File: src/hdl/ecm_pkg.sv
// Purpose: Shared constants and helpers for the bit 1 check multiframe block
// Assumes: 2048 kbit/s frame, one system clock at 20 MHz
// Notes:   Register offsets are byte addresses on a 32-bit APB bus
package ecm_pkg;

	// ----------------------------------------------------------------
	// Frame geometry
	// ----------------------------------------------------------------
	localparam int          FRAME_BITS = 256;
	localparam int          SMF_FRAMES = 8;
	localparam int          MF_FRAMES  = 16;
	localparam int          POS_W      = 12;
	localparam int          BIT_W      = 8;
	localparam int          FRM_W      = 4;
	localparam int          CHK_BITS   = 4;
	localparam int          MFAS_LEN   = 6;
	localparam int          HDR_BITS   = 8;
	localparam logic [5:0]  MFAS       = 6'h0B;
	localparam logic [6:0]  FAS        = 7'h1B;
	localparam logic [3:0]  CRC_POLY   = 4'h3;
	localparam logic [2:0]  E_FRM_HI   = 3'h6;

	// ----------------------------------------------------------------
	// Register map
	// ----------------------------------------------------------------
	localparam int          ADDR_W     = 8;
	localparam logic [7:0]  OFS_CTRL   = 8'h00;
	localparam logic [7:0]  OFS_STAT   = 8'h04;
	localparam logic [7:0]  OFS_SMFERR = 8'h08;
	localparam logic [7:0]  OFS_FEBE   = 8'h0C;
	localparam logic [7:0]  OFS_SMFCNT = 8'h10;
	localparam int          CTRL_CRCOFF = 0;
	localparam int          CTRL_EOFF   = 1;
	localparam int          CTRL_RAI    = 2;
	localparam int          CTRL_SPLO   = 4;
	localparam int          CTRL_SPHI   = 8;
	localparam logic [4:0]  SPARE_RST   = 5'h1F;
	localparam int          STAT_BAS    = 0;
	localparam int          STAT_MFA    = 1;
	localparam int          STAT_PEND   = 2;
	localparam int          STAT_CNTLO  = 4;

	// ----------------------------------------------------------------
	// Timing
	// ----------------------------------------------------------------
	localparam int          CLK_HZ         = 20_000_000;
	localparam int          ERR_REPORT_S   = 1;
	localparam int          ERR_REPORT_CYC = ERR_REPORT_S * CLK_HZ;

	// One serial step of the x^4+x+1 division, first bit most significant
	function automatic logic [3:0] crc4_step(input logic [3:0] r, input logic d);
		logic fb;
		fb = d ^ r[3];
		crc4_step = {r[2:0], 1'b0} ^ (fb ? CRC_POLY : 4'h0);
	endfunction

endpackage

File: src/hdl/ecm_crc4.sv
// Purpose: Serial remainder of one 2048-bit block
// Assumes: start is high with the first bit of a block
// Notes:   rem_d is the remainder including the present bit
`timescale 1ns/10ps
module ecm_crc4
	import ecm_pkg::*;
(
	// Clock and reset
	input  wire logic              pclk,
	input  wire logic              presetn,
	// Serial data
	input  wire logic              en,
	input  wire logic              start,
	input  wire logic              din,
	// Running remainder
	output logic [CHK_BITS-1:0]    rem_d
);
	logic [CHK_BITS-1:0] rem_q;

	// A fresh block starts from a zero remainder
	assign rem_d = crc4_step(start ? 4'h0 : rem_q, din);

	always_ff @(posedge pclk or negedge presetn)
	begin
		if (!presetn)
			rem_q <= '0;
		else if (en)
			rem_q <= rem_d;
	end
endmodule // ecm_crc4

File: src/hdl/ecm_crc4_mf.sv
// Purpose: Bit 1 check multiframe insertion and checking with APB control
// Assumes: Bit enables and alignment levels come from logic on pclk
// Notes:   Multiframe alignment search is done by the framer outside
// Functional notes
// - Manual mode forces bit 1 to one
// - Sixteen frames, two eight-frame halves
// - Each half of 2048 bits is one block
// - Check bits first to last in even frames
// - Pattern 001011 in odd frames, E in 13,15
// - E bits zero until both alignments held
// - E normally one, one zero per error
// - Error reported in E within one second
// - Count received E bits always; only zero E bits are counted, and only with rx_mf_aligned and manual mode off
// - E function unused sends ones
// - Remainder of x^4 times block mod x^4+x+1
// - First bit most significant, first check MSB
// - Transmit check positions taken as zero
// - Remainder held for next half's check bits
// - Receive check positions zeroed for remainder
// - Compare with next half, exact match only
// - Frame of 256 bits at 8000 per second
// - Odd frame bit 3 carries remote alarm
// - Spare national bits sent from control, default ones
//
// Our own choices: the placing of the registers and the APB register port.
`timescale 1ns/10ps
module ecm_crc4_mf
	import ecm_pkg::*;
#(
	parameter int CNT_W      = 16,
	parameter int PEND_W     = 4,
	parameter int REPORT_CYC = ecm_pkg::ERR_REPORT_CYC
)(
	// Clock and reset
	input  wire logic                pclk,
	input  wire logic                presetn,
	// APB slave
	input  wire logic                psel,
	input  wire logic                penable,
	input  wire logic                pwrite,
	input  wire logic [ADDR_W-1:0]   paddr,
	input  wire logic [31:0]         pwdata,
	output logic [31:0]              prdata,
	output logic                     pready,
	output logic                     pslverr,
	// Transmit stream
	input  wire logic                tx_bit_en,
	input  wire logic                tx_payload,
	output logic                     tx_line_bit,
	output logic                     tx_mf_start,
	// Receive stream
	input  wire logic                rx_bit_en,
	input  wire logic                rx_line_bit,
	input  wire logic                rx_mf_start,
	input  wire logic                rx_basic_aligned,
	input  wire logic                rx_mf_aligned,
	output logic                     rx_smf_checked,
	output logic                     rx_smf_errored
);
	// ----------------------------------------------------------------
	// Elaboration checks
	// ----------------------------------------------------------------
	if (CNT_W < 1 || CNT_W > 32 || PEND_W < 1 || PEND_W > 4 || REPORT_CYC < 1)
		$error("ecm_crc4_mf: unsupported parameter value");

	// ----------------------------------------------------------------
	// Declarations
	// ----------------------------------------------------------------
	logic [31:0]          prdata_q;
	logic                 pready_q;
	logic                 pslverr_q;
	logic                 crc_off_q;
	logic                 e_off_q;
	logic                 rai_q;
	logic [4:0]           spare_q;
	logic [CNT_W-1:0]     smf_err_cnt_q;
	logic [CNT_W-1:0]     febe_cnt_q;
	logic [CNT_W-1:0]     smf_cnt_q;
	logic [PEND_W-1:0]    pend_q;
	logic [31:0]          age_q;
	logic                 tx_line_q;
	logic                 tx_mf_q;
	logic [CHK_BITS-1:0]  crc_hold_q;
	logic [CHK_BITS-1:0]  rx_chk_q;
	logic [CHK_BITS-1:0]  rx_calc_q;
	logic                 rx_calc_vld_q;
	logic                 chk_q;
	logic                 err_q;
	logic [BIT_W-1:0]     tb;
	logic [FRM_W-1:0]     tf;
	logic [BIT_W-1:0]     rb;
	logic [FRM_W-1:0]     rf;
	logic [CHK_BITS-1:0]  tx_rem_d;
	logic [CHK_BITS-1:0]  rx_rem_d;
	logic                 aligned;
	logic                 wr_en;
	logic                 rd_en;
	logic                 tx_chk_slot;
	logic                 tx_e_slot;
	logic                 tx_smf_first;
	logic                 tx_smf_last;
	logic                 mfas_bit;
	logic                 chk_bit;
	logic                 e_val;
	logic                 tx_bit_d;
	logic                 e_zero_sent;
	logic                 rx_chk_slot;
	logic                 rx_e_slot;
	logic                 rx_smf_first;
	logic                 rx_smf_last;
	logic                 smf_err_evt;
	logic                 febe_evt;
	logic                 clr_smf_err;
	logic                 clr_febe;
	logic                 clr_smf_cnt;

	assign aligned = rx_basic_aligned && rx_mf_aligned;
	assign wr_en   = psel && penable && pwrite;
	assign rd_en   = psel && !penable;

	// ----------------------------------------------------------------
	// Position trackers and remainder engines
	// ----------------------------------------------------------------
	// Transmit side free runs; its phase is shown on tx_mf_start
	ecm_pos u_tx_pos (.pclk(pclk), .presetn(presetn), .en(tx_bit_en), .sync(1'b0),
		.bit_idx(tb), .frame_idx(tf));
	ecm_pos u_rx_pos (.pclk(pclk), .presetn(presetn), .en(rx_bit_en), .sync(rx_mf_start),
		.bit_idx(rb), .frame_idx(rf));
	ecm_crc4 u_tx_crc (.pclk(pclk), .presetn(presetn), .en(tx_bit_en), .start(tx_smf_first),
		.din(tx_chk_slot ? 1'b0 : tx_bit_d), .rem_d(tx_rem_d));
	ecm_crc4 u_rx_crc (.pclk(pclk), .presetn(presetn), .en(rx_bit_en), .start(rx_smf_first),
		.din(rx_chk_slot ? 1'b0 : rx_line_bit), .rem_d(rx_rem_d));

	// ----------------------------------------------------------------
	// Transmit bit composition
	// ----------------------------------------------------------------
	// Slot decode; each half of eight frames is one block
	assign tx_chk_slot  = (tb == '0) && !tf[0];
	assign tx_e_slot    = (tb == '0) && tf[0] && (tf[3:1] >= E_FRM_HI);
	assign tx_smf_first = (tb == '0) && (tf[2:0] == '0);
	assign tx_smf_last  = (tb == BIT_W'(FRAME_BITS - 1)) && (tf[2:0] == 3'(SMF_FRAMES - 1));
	assign mfas_bit     = (tf[3:1] < 3'(MFAS_LEN)) ? MFAS[3'(MFAS_LEN - 1) - tf[3:1]] : 1'b1;
	assign chk_bit      = crc_hold_q[2'(CHK_BITS - 1) - tf[2:1]];
	assign e_zero_sent  = tx_bit_en && tx_e_slot && !crc_off_q && !e_off_q && aligned && (pend_q != '0);

	// Unused E function wins over the alignment hold-off
	always_comb
	begin
		if (e_off_q)
			e_val = 1'b1;
		else if (!aligned)
			e_val = 1'b0;
		else
			e_val = (pend_q == '0);
	end

	// Bits 1 to 8 of each frame, payload elsewhere
	always_comb
	begin
		tx_bit_d = tx_payload;
		if (tb == '0)
		begin
			if (crc_off_q)
				tx_bit_d = 1'b1;
			else if (!tf[0])
				tx_bit_d = chk_bit;
			else if (tx_e_slot)
				tx_bit_d = e_val;
			else
				tx_bit_d = mfas_bit;
		end
		else if (tb < BIT_W'(HDR_BITS))
		begin
			if (!tf[0])
				tx_bit_d = FAS[3'(HDR_BITS - 1) - tb[2:0]];
			else if (tb == BIT_W'(1))
				tx_bit_d = 1'b1;
			else if (tb == BIT_W'(2))
				tx_bit_d = rai_q;
			else
				tx_bit_d = spare_q[3'(HDR_BITS - 1) - tb[2:0]];
		end
	end

	// Line output and multiframe marker
	always_ff @(posedge pclk or negedge presetn)
	begin
		if (!presetn)
		begin
			tx_line_q <= 1'b1;
			tx_mf_q   <= 1'b0;
		end
		else if (tx_bit_en)
		begin
			tx_line_q <= tx_bit_d;
			tx_mf_q   <= (tb == '0) && (tf == '0);
		end
	end

	// Remainder of the finished half goes out in the next one
	always_ff @(posedge pclk or negedge presetn)
	begin
		if (!presetn)
			crc_hold_q <= '0;
		else if (tx_bit_en && tx_smf_last)
			crc_hold_q <= tx_rem_d;
	end

	// ----------------------------------------------------------------
	// Receive checking
	// ----------------------------------------------------------------
	assign rx_chk_slot  = (rb == '0) && !rf[0];
	assign rx_e_slot    = (rb == '0) && rf[0] && (rf[3:1] >= E_FRM_HI);
	assign rx_smf_first = (rb == '0) && (rf[2:0] == '0);
	assign rx_smf_last  = (rb == BIT_W'(FRAME_BITS - 1)) && (rf[2:0] == 3'(SMF_FRAMES - 1));
	assign smf_err_evt  = rx_bit_en && rx_smf_last && rx_mf_aligned && rx_calc_vld_q && !crc_off_q
		&& (rx_chk_q != rx_calc_q);
	assign febe_evt     = rx_bit_en && rx_e_slot && rx_mf_aligned && !crc_off_q && !rx_line_bit;

	// Received check bits gather first to last, MSB first
	always_ff @(posedge pclk or negedge presetn)
	begin
		if (!presetn)
			rx_chk_q <= '0;
		else if (rx_bit_en && rx_chk_slot)
			rx_chk_q <= {rx_chk_q[CHK_BITS-2:0], rx_line_bit};
	end

	// Stored remainder is compared with the next half's check bits
	always_ff @(posedge pclk or negedge presetn)
	begin
		if (!presetn)
		begin
			rx_calc_q     <= '0;
			rx_calc_vld_q <= 1'b0;
			chk_q         <= 1'b0;
			err_q         <= 1'b0;
		end
		else
		begin
			chk_q <= rx_bit_en && rx_smf_last && rx_mf_aligned && rx_calc_vld_q && !crc_off_q;
			err_q <= smf_err_evt;
			if (!rx_mf_aligned)
				rx_calc_vld_q <= 1'b0;
			else if (rx_bit_en && rx_smf_last)
			begin
				rx_calc_q     <= rx_rem_d;
				rx_calc_vld_q <= 1'b1;
			end
		end
	end

	// Errored halves waiting for an E bit; one zero per error
	always_ff @(posedge pclk or negedge presetn)
	begin
		if (!presetn)
			pend_q <= '0;
		else if (!aligned || e_off_q || crc_off_q)
			pend_q <= '0;
		else if (smf_err_evt && !e_zero_sent && (pend_q != '1))
			pend_q <= pend_q + PEND_W'(1);
		else if (!smf_err_evt && e_zero_sent)
			pend_q <= pend_q - PEND_W'(1);
	end

	// Cycles since errors became pending or since the last E zero sent
	always_ff @(posedge pclk or negedge presetn)
	begin
		if (!presetn)
			age_q <= '0;
		else if (pend_q == '0 || e_zero_sent)
			age_q <= '0;
		else if (age_q != '1)
			age_q <= age_q + 32'h1;
	end

	// ----------------------------------------------------------------
	// APB registers
	// ----------------------------------------------------------------
	// Control fields steer the transmit composition
	always_ff @(posedge pclk or negedge presetn)
	begin
		if (!presetn)
		begin
			crc_off_q <= 1'b0;
			e_off_q   <= 1'b0;
			rai_q     <= 1'b0;
			spare_q   <= SPARE_RST;
		end
		else if (wr_en && paddr == OFS_CTRL)
		begin
			crc_off_q <= pwdata[CTRL_CRCOFF];
			e_off_q   <= pwdata[CTRL_EOFF];
			rai_q     <= pwdata[CTRL_RAI];
			spare_q   <= pwdata[CTRL_SPHI:CTRL_SPLO];
		end
	end

	assign clr_smf_err = wr_en && (paddr == OFS_SMFERR);
	assign clr_febe    = wr_en && (paddr == OFS_FEBE);
	assign clr_smf_cnt = wr_en && (paddr == OFS_SMFCNT);

	// Write clears; an event in the same cycle still counts
	always_ff @(posedge pclk or negedge presetn)
	begin
		if (!presetn)
		begin
			smf_err_cnt_q <= '0;
			febe_cnt_q    <= '0;
			smf_cnt_q     <= '0;
		end
		else
		begin
			smf_err_cnt_q <= (clr_smf_err ? '0 : smf_err_cnt_q) + CNT_W'(smf_err_evt);
			febe_cnt_q    <= (clr_febe ? '0 : febe_cnt_q) + CNT_W'(febe_evt);
			smf_cnt_q     <= (clr_smf_cnt ? '0 : smf_cnt_q) + CNT_W'(chk_q);
		end
	end

	// Read data captured in setup so the access phase needs no wait
	always_ff @(posedge pclk or negedge presetn)
	begin
		if (!presetn)
		begin
			prdata_q  <= '0;
			pready_q  <= 1'b0;
			pslverr_q <= 1'b0;
		end
		else
		begin
			pready_q  <= rd_en;
			pslverr_q <= 1'b0;
			prdata_q  <= '0;
			if (rd_en)
			begin
				unique case (paddr)
					OFS_CTRL:
						prdata_q <= {23'h0, spare_q, 1'b0, rai_q, e_off_q, crc_off_q};
					OFS_STAT:
						prdata_q <= {24'h0, 4'(pend_q), 1'b0, pend_q != '0, rx_mf_aligned, rx_basic_aligned};
					OFS_SMFERR:
						prdata_q <= 32'(smf_err_cnt_q);
					OFS_FEBE:
						prdata_q <= 32'(febe_cnt_q);
					OFS_SMFCNT:
						prdata_q <= 32'(smf_cnt_q);
					default:
						pslverr_q <= 1'b1; // Unmapped answers with an error
				endcase
			end
		end
	end

	assign prdata         = prdata_q;
	assign pready         = pready_q;
	assign pslverr        = pslverr_q;
	assign tx_line_bit    = tx_line_q;
	assign tx_mf_start    = tx_mf_q;
	assign rx_smf_checked = chk_q;
	assign rx_smf_errored = err_q;

	// ----------------------------------------------------------------
	// Assertions
	// ----------------------------------------------------------------
	crc_off_ones_a: assert property (@(posedge pclk) disable iff (!presetn)
		tx_bit_en && crc_off_q && tb == '0 |=> tx_line_q == 1'b1)
		else $error("bit 1 not forced high in manual mode");
	check_bit_order_a: assert property (@(posedge pclk) disable iff (!presetn)
		tx_bit_en && !crc_off_q && tx_chk_slot |=> tx_line_q == $past(chk_bit))
		else $error("check bit out of order");
	mfas_pattern_a: assert property (@(posedge pclk) disable iff (!presetn)
		tx_bit_en && !crc_off_q && tb == '0 && tf[0] && !tx_e_slot |=> tx_line_q == $past(mfas_bit))
		else $error("multiframe pattern bit wrong");
	e_hold_zero_a: assert property (@(posedge pclk) disable iff (!presetn)
		tx_bit_en && !crc_off_q && tx_e_slot && !e_off_q && !aligned |=> !tx_line_q)
		else $error("E bit not zero before alignment");
	e_unused_one_a: assert property (@(posedge pclk) disable iff (!presetn)
		tx_bit_en && !crc_off_q && tx_e_slot && e_off_q |=> tx_line_q)
		else $error("unused E bit not one");
	e_report_age_a: assert property (@(posedge pclk) disable iff (!presetn)
		age_q < 32'(REPORT_CYC))
		else $error("errored block not reported in time");
	fas_bits_a: assert property (@(posedge pclk) disable iff (!presetn)
		tx_bit_en && !tf[0] && tb == BIT_W'(3) |=> tx_line_q == FAS[4])
		else $error("alignment pattern bit wrong");
	rai_bit_a: assert property (@(posedge pclk) disable iff (!presetn)
		tx_bit_en && tf[0] && tb == BIT_W'(2) |=> tx_line_q == $past(rai_q))
		else $error("remote alarm bit wrong");
	smf_err_cnt_a: assert property (@(posedge pclk) disable iff (!presetn)
		smf_err_evt && !clr_smf_err |=> smf_err_cnt_q == $past(smf_err_cnt_q) + CNT_W'(1))
		else $error("errored block count not advanced");
	febe_cnt_a: assert property (@(posedge pclk) disable iff (!presetn)
		febe_evt && !clr_febe |=> febe_cnt_q == $past(febe_cnt_q) + CNT_W'(1))
		else $error("received E bit not counted");
endmodule // ecm_crc4_mf

File: src/hdl/ecm_pos.sv
// Purpose: Bit and frame position within the 16-frame check multiframe
// Assumes: en marks one line bit; sync marks bit 1 of frame 0
// Notes:   Position wraps at 4096 bits, 16 frames of 256 bits
`timescale 1ns/10ps
module ecm_pos
	import ecm_pkg::*;
(
	// Clock and reset
	input  wire logic              pclk,
	input  wire logic              presetn,
	// Bit timing
	input  wire logic              en,
	input  wire logic              sync,
	// Position of the current bit
	output logic [BIT_W-1:0]       bit_idx,
	output logic [FRM_W-1:0]       frame_idx
);
	logic [POS_W-1:0] pos_q;
	logic [POS_W-1:0] cur;

	// Sync forces the present bit to position zero
	assign cur       = sync ? '0 : pos_q;
	assign bit_idx   = cur[BIT_W-1:0];
	assign frame_idx = cur[POS_W-1:BIT_W];

	// Free running count, natural wrap gives the 16-frame cycle
	always_ff @(posedge pclk or negedge presetn)
	begin
		if (!presetn)
			pos_q <= '0;
		else if (en)
			pos_q <= cur + POS_W'(1);
	end
endmodule // ecm_pos
File: config.mk
export PLATFORM = sky130hd
export DESIGN_NAME = ecm_crc4_mf
export DESIGN_NICKNAME = d
export VERILOG_FILES = /design/src/hdl/ecm_pkg.sv /design/src/hdl/ecm_crc4.sv /design/src/hdl/ecm_crc4_mf.sv /design/src/hdl/ecm_pos.sv
export SDC_FILE = /design/constraint.sdc
export NUM_CORES = 1
export LEC_CHECK = 0
export ABC_CLOCK_PERIOD_IN_PS = 3100
export BUFFER_PORTS_ARGS = -buffer_cell sky130_fd_sc_hd__buf_2
export CORE_ASPECT_RATIO = 0.9
export CORE_MARGIN = 4
export CORE_UTILIZATION = 52
export DETAILED_ROUTE_END_ITERATION = 10
export GPL_TIMING_DRIVEN = 1
export PLACE_DENSITY_LB_ADDON = 0.08
export SLEW_MARGIN = 20
export SYNTH_ARGS = -nofsm -noshare
export SYNTH_HDL_FRONTEND = slang
export SYNTH_SLANG_ARGS = --single-unit
File: constraint.sdc
create_clock -name pclk -period 3.1 [get_ports pclk]
set_clock_uncertainty 0.15 [all_clocks]
set_input_delay 0.31 -clock pclk [delete_from_list [all_inputs] [get_ports pclk]]
set_output_delay 0.31 -clock pclk [all_outputs]
set_load 0.005 [all_outputs]
==> results.yml, run 1 <==
worst_setup_path:
  worstPathMaxFanout: 5
  crit_type: "flip-flop to flip-flop"
  worstSetupPathDepth: 11
  cp_top_family: "simple AND/OR/NAND/NOR gates"
  reg2regPathDepth: 11
  crit_chain: "nor2b_4 -> ha_4 -> nand2_2 -> or4_4 -> nor4_4 -> ha_2 -> ha_1 -> and3_1 -> nand3_2 -> or3_1 -> a21oi_1"
  critPathMaxStageDelay_ps: 450
  cp_slowest_cell: "or4_4"
  critPathCaptureType: "flip-flop"
  startpoint_type: "flip-flop"
  critPathBufInv: 0
  critPathArrivalTime_ps: 3180
  cp_data_required_time_ps: 3300
global_route:
  antenna_found_initial: 0
  grt_max_degree: 64
  grt_pass1_wl_mm: 24.60
  first_global_vias: 5073
  grt_overflow_total: 0
  grt.total_usage_pct: 21.45
clock_tree:
  cts_buffers: 17
  cts_root_buf: "clkbuf_16"
  cts_max_level: 4
  clk_path_buf_depth: 2
  clock_sinks: 127
  cts_tree: "built"
  insertion_delay_ps: 430
  path_clk_slew_ps: 50
route:
  wl_mm: 14.67
  ant_nets: 0
  vias: 4964
  drt_iter0_markers: 272
  viasPerCell: 5.461
  routedWlPerCell_um: 16.14
  drc: 0
  first_pass_iters: 4
synthesis:
  synthFlopType: "dfrtp_1"
  synth-seq-cells: 127
  synthCells: 653
  synth.distinct_cells: 56
  netlist_area_um2: 6623
  postSynthAreaPerCell_um2: 10.14
  async_flop_share_pct: 100.0
  synth-seq-area-share_pct: 48.10
  synth-edff-count: 0
  yosys_warnings: 0
layout:
  area_growth_pct: 19.35
  final_area_um2: 7904
  utilization_pct: 64.43
  drive_above_1_share_pct: 21.36
  nNetsFinal: 805
  n_fill_cell: 984
  regArea_um2: 3186
  multi_input_area_um2: 3254
  antenna_cells: 0
sta:
  setup_viol: 0
  finalCritPeriodShare_pct: 96.19
  worst_slew_pin_slew_ps: 872.9
  hold_viol_final: 0
  drv_slew: 0
  maxSlewHeadroom_pct: 41.36
  fmax_ghz: 0.3353
  fin_crit_ps: 2982
  tns_ps: 0
power_and_ir_drop:
  clkPwrFrac_pct: 43.0
  comb_power_share_pct: 13.9
  switching_share_pct: 26.19
  p_int_uw: 3306
  ir_worst_vdd_mv: 0.3838
  p_leak_uw: 0.003756
  powerDensity_nw_per_um2: 566.8
  p_seq_share_pct: 43.0
  p_switching_uw: 1173
placement:
  dpl.hpwl_mm: 10.59
  routabilityCongestion: 0.8422
  portBuffers: 49
  place_area_um2: 7189
worst_hold_path:
  min_path_type: "primary input to flip-flop"
  holdPathStages: 2
floorplanning:
  fp.dieH_um: 115.1
  die_x_um: 127.0
  ios: 90
  start_util_pct: 53.99
  num_rows: 38
  core_region_area_um2: 12270
  dieArea_um2: 14610
job:
  max-cap-violations: 0
outcome:
  status: "completed"
[synthesized netlist by cell type, drive strengths merged (12+ instances only)]
cell    number  area [µm²]
mux2        25       281.5
nor2        85       321.6
nand3       32       160.2
clkbuf      26       98.84
buf         20       138.9
xnor2       24       210.2
o21ai       15       75.07
ha          16       200.2
nor3        12       60.06
xor2        44       385.4
nand4       12       75.07
dfrtp      121        3028
a22oi       12       90.09
inv         18       67.56
nor2b       19       118.9
nand2       34       127.6
mux2i       17       170.2
a21oi       21       105.1
and3        12       75.07
[kinds of logic after synthesis]
group / share of synthesized area, %
fa+ha+maj: 3.325
flops: 48.10
buf+inv: 4.610
compound gates: 8.086
mux: 7.160
xor+xnor: 8.993
simple gates: 19.67
other cells: 0.05662
[layer usage]
metal  up-vias  GRT usage (%)  wire length [µm]
li1       2398              -                 -
met1      2428          25.83              6242
met5         -              0                 0
met4         0          8.578               366
met3        31          5.574               660
met2       107          37.06              7405
[worst register-to-register path: stages (launching register included)]
cell and delay, ps:
dfrtp_1 360, nor2b_4 170, ha_4 150, nand2_2 50, or4_4 450, nor4_4 320, ha_2 270, ha_1 170
and3_1 210, nand3_2 120, or3_1 330, a21oi_1 150
[power groups by stage]
stage / Clock, µW / Sequential (µW) / Combinational [µW]
after floorplan: 0 / 1900 / 470
after global placement: 0 / 1940 / 583
after detailed placement: 0 / 1950 / 610
after CTS: 1960 / 1930 / 626
after global routing: 2030 / 1950 / 708
final: 1930 / 1930 / 625
[registers in the layout, summed over array words and instances, names as in the netlist, 4 cells and up]
signal and flops:
pend_q 4, u_tx_pos.pos_q 12, prdata 16, smf_cnt_q 16, febe_cnt_q 16, smf_err_cnt_q 16, u_rx_pos.pos_q 12, u_tx_crc.rem_q 4
u_rx_crc.rem_q 4, rx_calc_q 4, spare_q 5, crc_hold_q 4, rx_chk_q 4
[final timing paths]
check	endpoint	slack, ps	startpoint
worst min register to register	rx_calc_vld_q$_DFFE_PN0P_	330	rx_calc_vld_q$_DFFE_PN0P_
worst max register to register	smf_err_cnt_q[12]$_DFF_PN0_	120	u_rx_pos.pos_q[1]$_DFFE_PN0P_
max in group asynchronous	spare_q[3]$_DFFE_PN1P_	1770	presetn
min in group asynchronous	smf_cnt_q[15]$_DFF_PN0_	270	presetn
worst min-delay path	rx_chk_q[0]$_DFFE_PN0P_	50	rx_line_bit
worst max-delay path	smf_err_cnt_q[12]$_DFF_PN0_	120	u_rx_pos.pos_q[1]$_DFFE_PN0P_
[metrics by stage]
stage,total power (µW),setup slack [ps],hold slack (ps),std cells
4_1_cts,4510,42.39,32.84,908
2_1_floorplan,2372,-159.9,-135.6,668
3_5_place_dp,2564,-152.2,196.4,866
3_3_place_gp,2526,-87.74,190.5,866
6_report,4480,118.0,49.25,909
5_1_grt,4686,-18.26,44.12,909
[cell usage in the layout (no fill, tap or decap), drive strengths merged, types with 5 or more instances in the layout]
cell,n
a21oi,21
nand2,34
nor2b,19
or3,5
nor2,85
inv,18
mux2i,17
nand3,32
o21ai,15
nor3,12
nor4,9
nand2b,5
nand4,12
a22oi,12
buf,85
dfrtp,121
dlygate4sd3,10
and4,8
dfstp,6
conb,16
mux2,25
ha,16
a22o,7
o22a,8
xnor2,24
xor2,44
and3,12
clkbuf,25
[layout make-up]
type / count / share of cell area [%]
Tap cell: 160 / 2.533
Multi-Input combinational cell: 477 / 41.17
Inverter: 18 / 0.8865
Clock buffer: 25 / 6.016
Clock inverter: 7 / 1.108
Timing Repair Buffer: 95 / 7.978
Sequential cell: 127 / 40.30
[repair_timing]
action | CTS | global route
setup buffers | 0 | 1
pin swaps | 1 | 7
hold endpoints to repair | 52 | 0
hold buffers | 10 | 0
setup endpoints to repair | 3 | 6
gates resized for setup | 1 | 7
Power figures use the tool's default switching activity.
==> run 2, diff against run 1 <==
--- a/config.mk
+++ b/config.mk
@@ -13,6 +13,7 @@
 export DETAILED_ROUTE_END_ITERATION = 10
 export GPL_TIMING_DRIVEN = 1
 export PLACE_DENSITY_LB_ADDON = 0.08
+export SETUP_SLACK_MARGIN = 0.1
 export SLEW_MARGIN = 20
 export SYNTH_ARGS = -nofsm -noshare
 export SYNTH_HDL_FRONTEND = slang
==> constraint.sdc (replaced) <==
create_clock -name pclk -period 3.1 [get_ports pclk]
set_clock_uncertainty 0.15 [all_clocks]
set_input_delay 0.465 -clock pclk [delete_from_list [all_inputs] [get_ports pclk]]
set_output_delay 0.465 -clock pclk [all_outputs]
set_load 0.005 [all_outputs]
==> results.yml, run 2 (synthesized netlist as in run 1, its figures left out) <==
outcome:
  status: "completed"
power_and_ir_drop:
  ir_worst_vdd_mv: 0.4789
  p_leak_uw: 0.003814
  powerDensity_nw_per_um2: 578.4
sta:
  hold_viol_final: 0
  rsz0062_at_grt: "yes"
  worst_slew_pin_slew_ps: 796.9
  drv_slew: 0
  maxSlewHeadroom_pct: 46.88
  fmax_ghz: 0.3350
  setup_viol: 0
  fin_crit_ps: 2985
  hold-worst-slack_ps: 114.4
  tns_ps: 0
  finalCritPeriodShare_pct: 96.29
global_route:
  antenna_found_initial: 0
  first_global_vias: 5065
  grt.total_usage_pct: 21.38
  grt_pass1_wl_mm: 24.68
  grt_max_degree: 62
  grt_overflow_total: 0
route:
  wl_mm: 14.76
  drt_iter0_markers: 348
  vias: 5054
  first_pass_iters: 5
  viasPerCell: 5.530
  routedWlPerCell_um: 16.15
  ant_nets: 0
  drc: 0
floorplanning:
  num_rows: 38
  dieArea_um2: 14610
  die_x_um: 127.0
  start_util_pct: 53.99
  core_region_area_um2: 12270
  ios: 90
  fp.dieH_um: 115.1
placement:
  placed_cells: 877
  dpl.hpwl_mm: 10.51
  routabilityCongestion: 0.8816
  portBuffers: 49
  place_area_um2: 7274
worst_hold_path:
  min_path_type: "primary input to flip-flop"
  hp-start: "penable"
  hold_end: "pready$_DFF_PN0_"
  holdPathStages: 2
clock_tree:
  path_clk_slew_ps: 60
  clk_path_buf_depth: 2
  cts_root_buf: "clkbuf_16"
  cts_tree: "built"
  clock_sinks: 127
  cts_buffers: 17
  cts_max_level: 4
  insertion_delay_ps: 420
worst_setup_path:
  worstReg2RegEnd: "pend_q[3]$_DFFE_PN0P_"
  cp-startpoint: "u_rx_pos.pos_q[1]$_DFFE_PN0P_"
  r2r_slack_ps: 110
  reg2regPathDepth: 12
  reg2reg_from: "u_rx_pos.pos_q[1]$_DFFE_PN0P_"
  critPathCaptureType: "flip-flop"
  cp_data_required_time_ps: 3290
  worstPathMaxFanout: 4
  critPathArrivalTime_ps: 3180
  crit_type: "flip-flop to flip-flop"
  startpoint_type: "flip-flop"
layout:
  final_cell_mix: "dfrtp_1, nor2_1, buf_4"
  nNetsFinal: 810
  n_fill_cell: 958
  layoutNonFillerInstCount: 914
  drive_above_1_share_pct: 25.07
  final_area_um2: 8043
  final_common_cell: "dfrtp_1"
  antenna_cells: 0
  utilization_pct: 65.57
  area_growth_pct: 21.44
job:
  max-cap-violations: 0
run 2: cell types whose count changed in the layout (fill, tap and decap cells not counted), sizes merged:
cell         change
clkbuf           -6
bufinv           +2
dlygate4sd3      -9
clkinv           +3
buf             +14
clkinvlp         +1
run 2: repair_timing:
action / in CTS / in global routing
resized for setup: 4 / 19
pin swaps: 2 / 9
gates cloned: 0 / 0
setup endpoints to repair: 5 / 7
hold endpoints to repair: 4 / 0
hold buffers: 1 / 0
setup buffers: 1 / 3
run 2: cell type report:
class | count | area [µm²] | share of cell area (%)
clock inverter | 13 | 188.9 | 2.349
timing repair buffer | 100 | 649.4 | 8.074
multi-input combinational | 477 | 3306 | 41.10
inverter | 18 | 70.07 | 0.8712
tap | 160 | 200.2 | 2.489
sequential | 127 | 3186 | 39.61
clock buffer | 19 | 442.9 | 5.507
run 2: critical path: stages (launching register included):
cell,delay [ps]
dfrtp_1,350
nor2b_4,170
ha_4,150
nand2_2,50
or4_4,440
nor4_4,340
nand3_2,180
ha_4,240
a21o_1,150
a21o_1,160
and3b_2,210
o21a_1,180
nor3_2,140
run 2: where the power goes:
part / internal (µW) / switching (µW)
clock network: 1370 / 736
logic: 296 / 330
registers: 1790 / 132
total: 3450 / 1200
run 2: layer usage:
| layer | GRT usage, % | vias up | wire length [µm] |
|---|---|---|---|
| li1 | - | 2412 | - |
| met2 | 36.25 | 120 | 7446 |
| met3 | 4.923 | 19 | 643 |
| met5 | 0 | - | 0 |
| met1 | 27.11 | 2503 | 6404 |
| met4 | 7.648 | 0 | 265 |
run 2: how the worst max path moves through the flow:
stage	slack [ps]	end	depth (start not counted)
2_1_floorplan	-310	pend_q[3]$_DFFE_PN0P_	15
3_3_place_gp	-240	pend_q[3]$_DFFE_PN0P_	13
3_5_place_dp	-320	pend_q[3]$_DFFE_PN0P_	13
4_1_cts	100	smf_err_cnt_q[12]$_DFF_PN0_	11
5_1_grt	-60	pend_q[3]$_DFFE_PN0P_	12
6_report	110	pend_q[3]$_DFFE_PN0P_	12
run 2: metrics by stage:
stage	total power (µW)	worst slack [ps]
6_report	4652	115.0
5_1_grt	4868	-56.51
4_1_cts	4687	100.0
3_5_place_dp	2565	-324.8
3_3_place_gp	2542	-242.6
2_1_floorplan	2372	-314.9
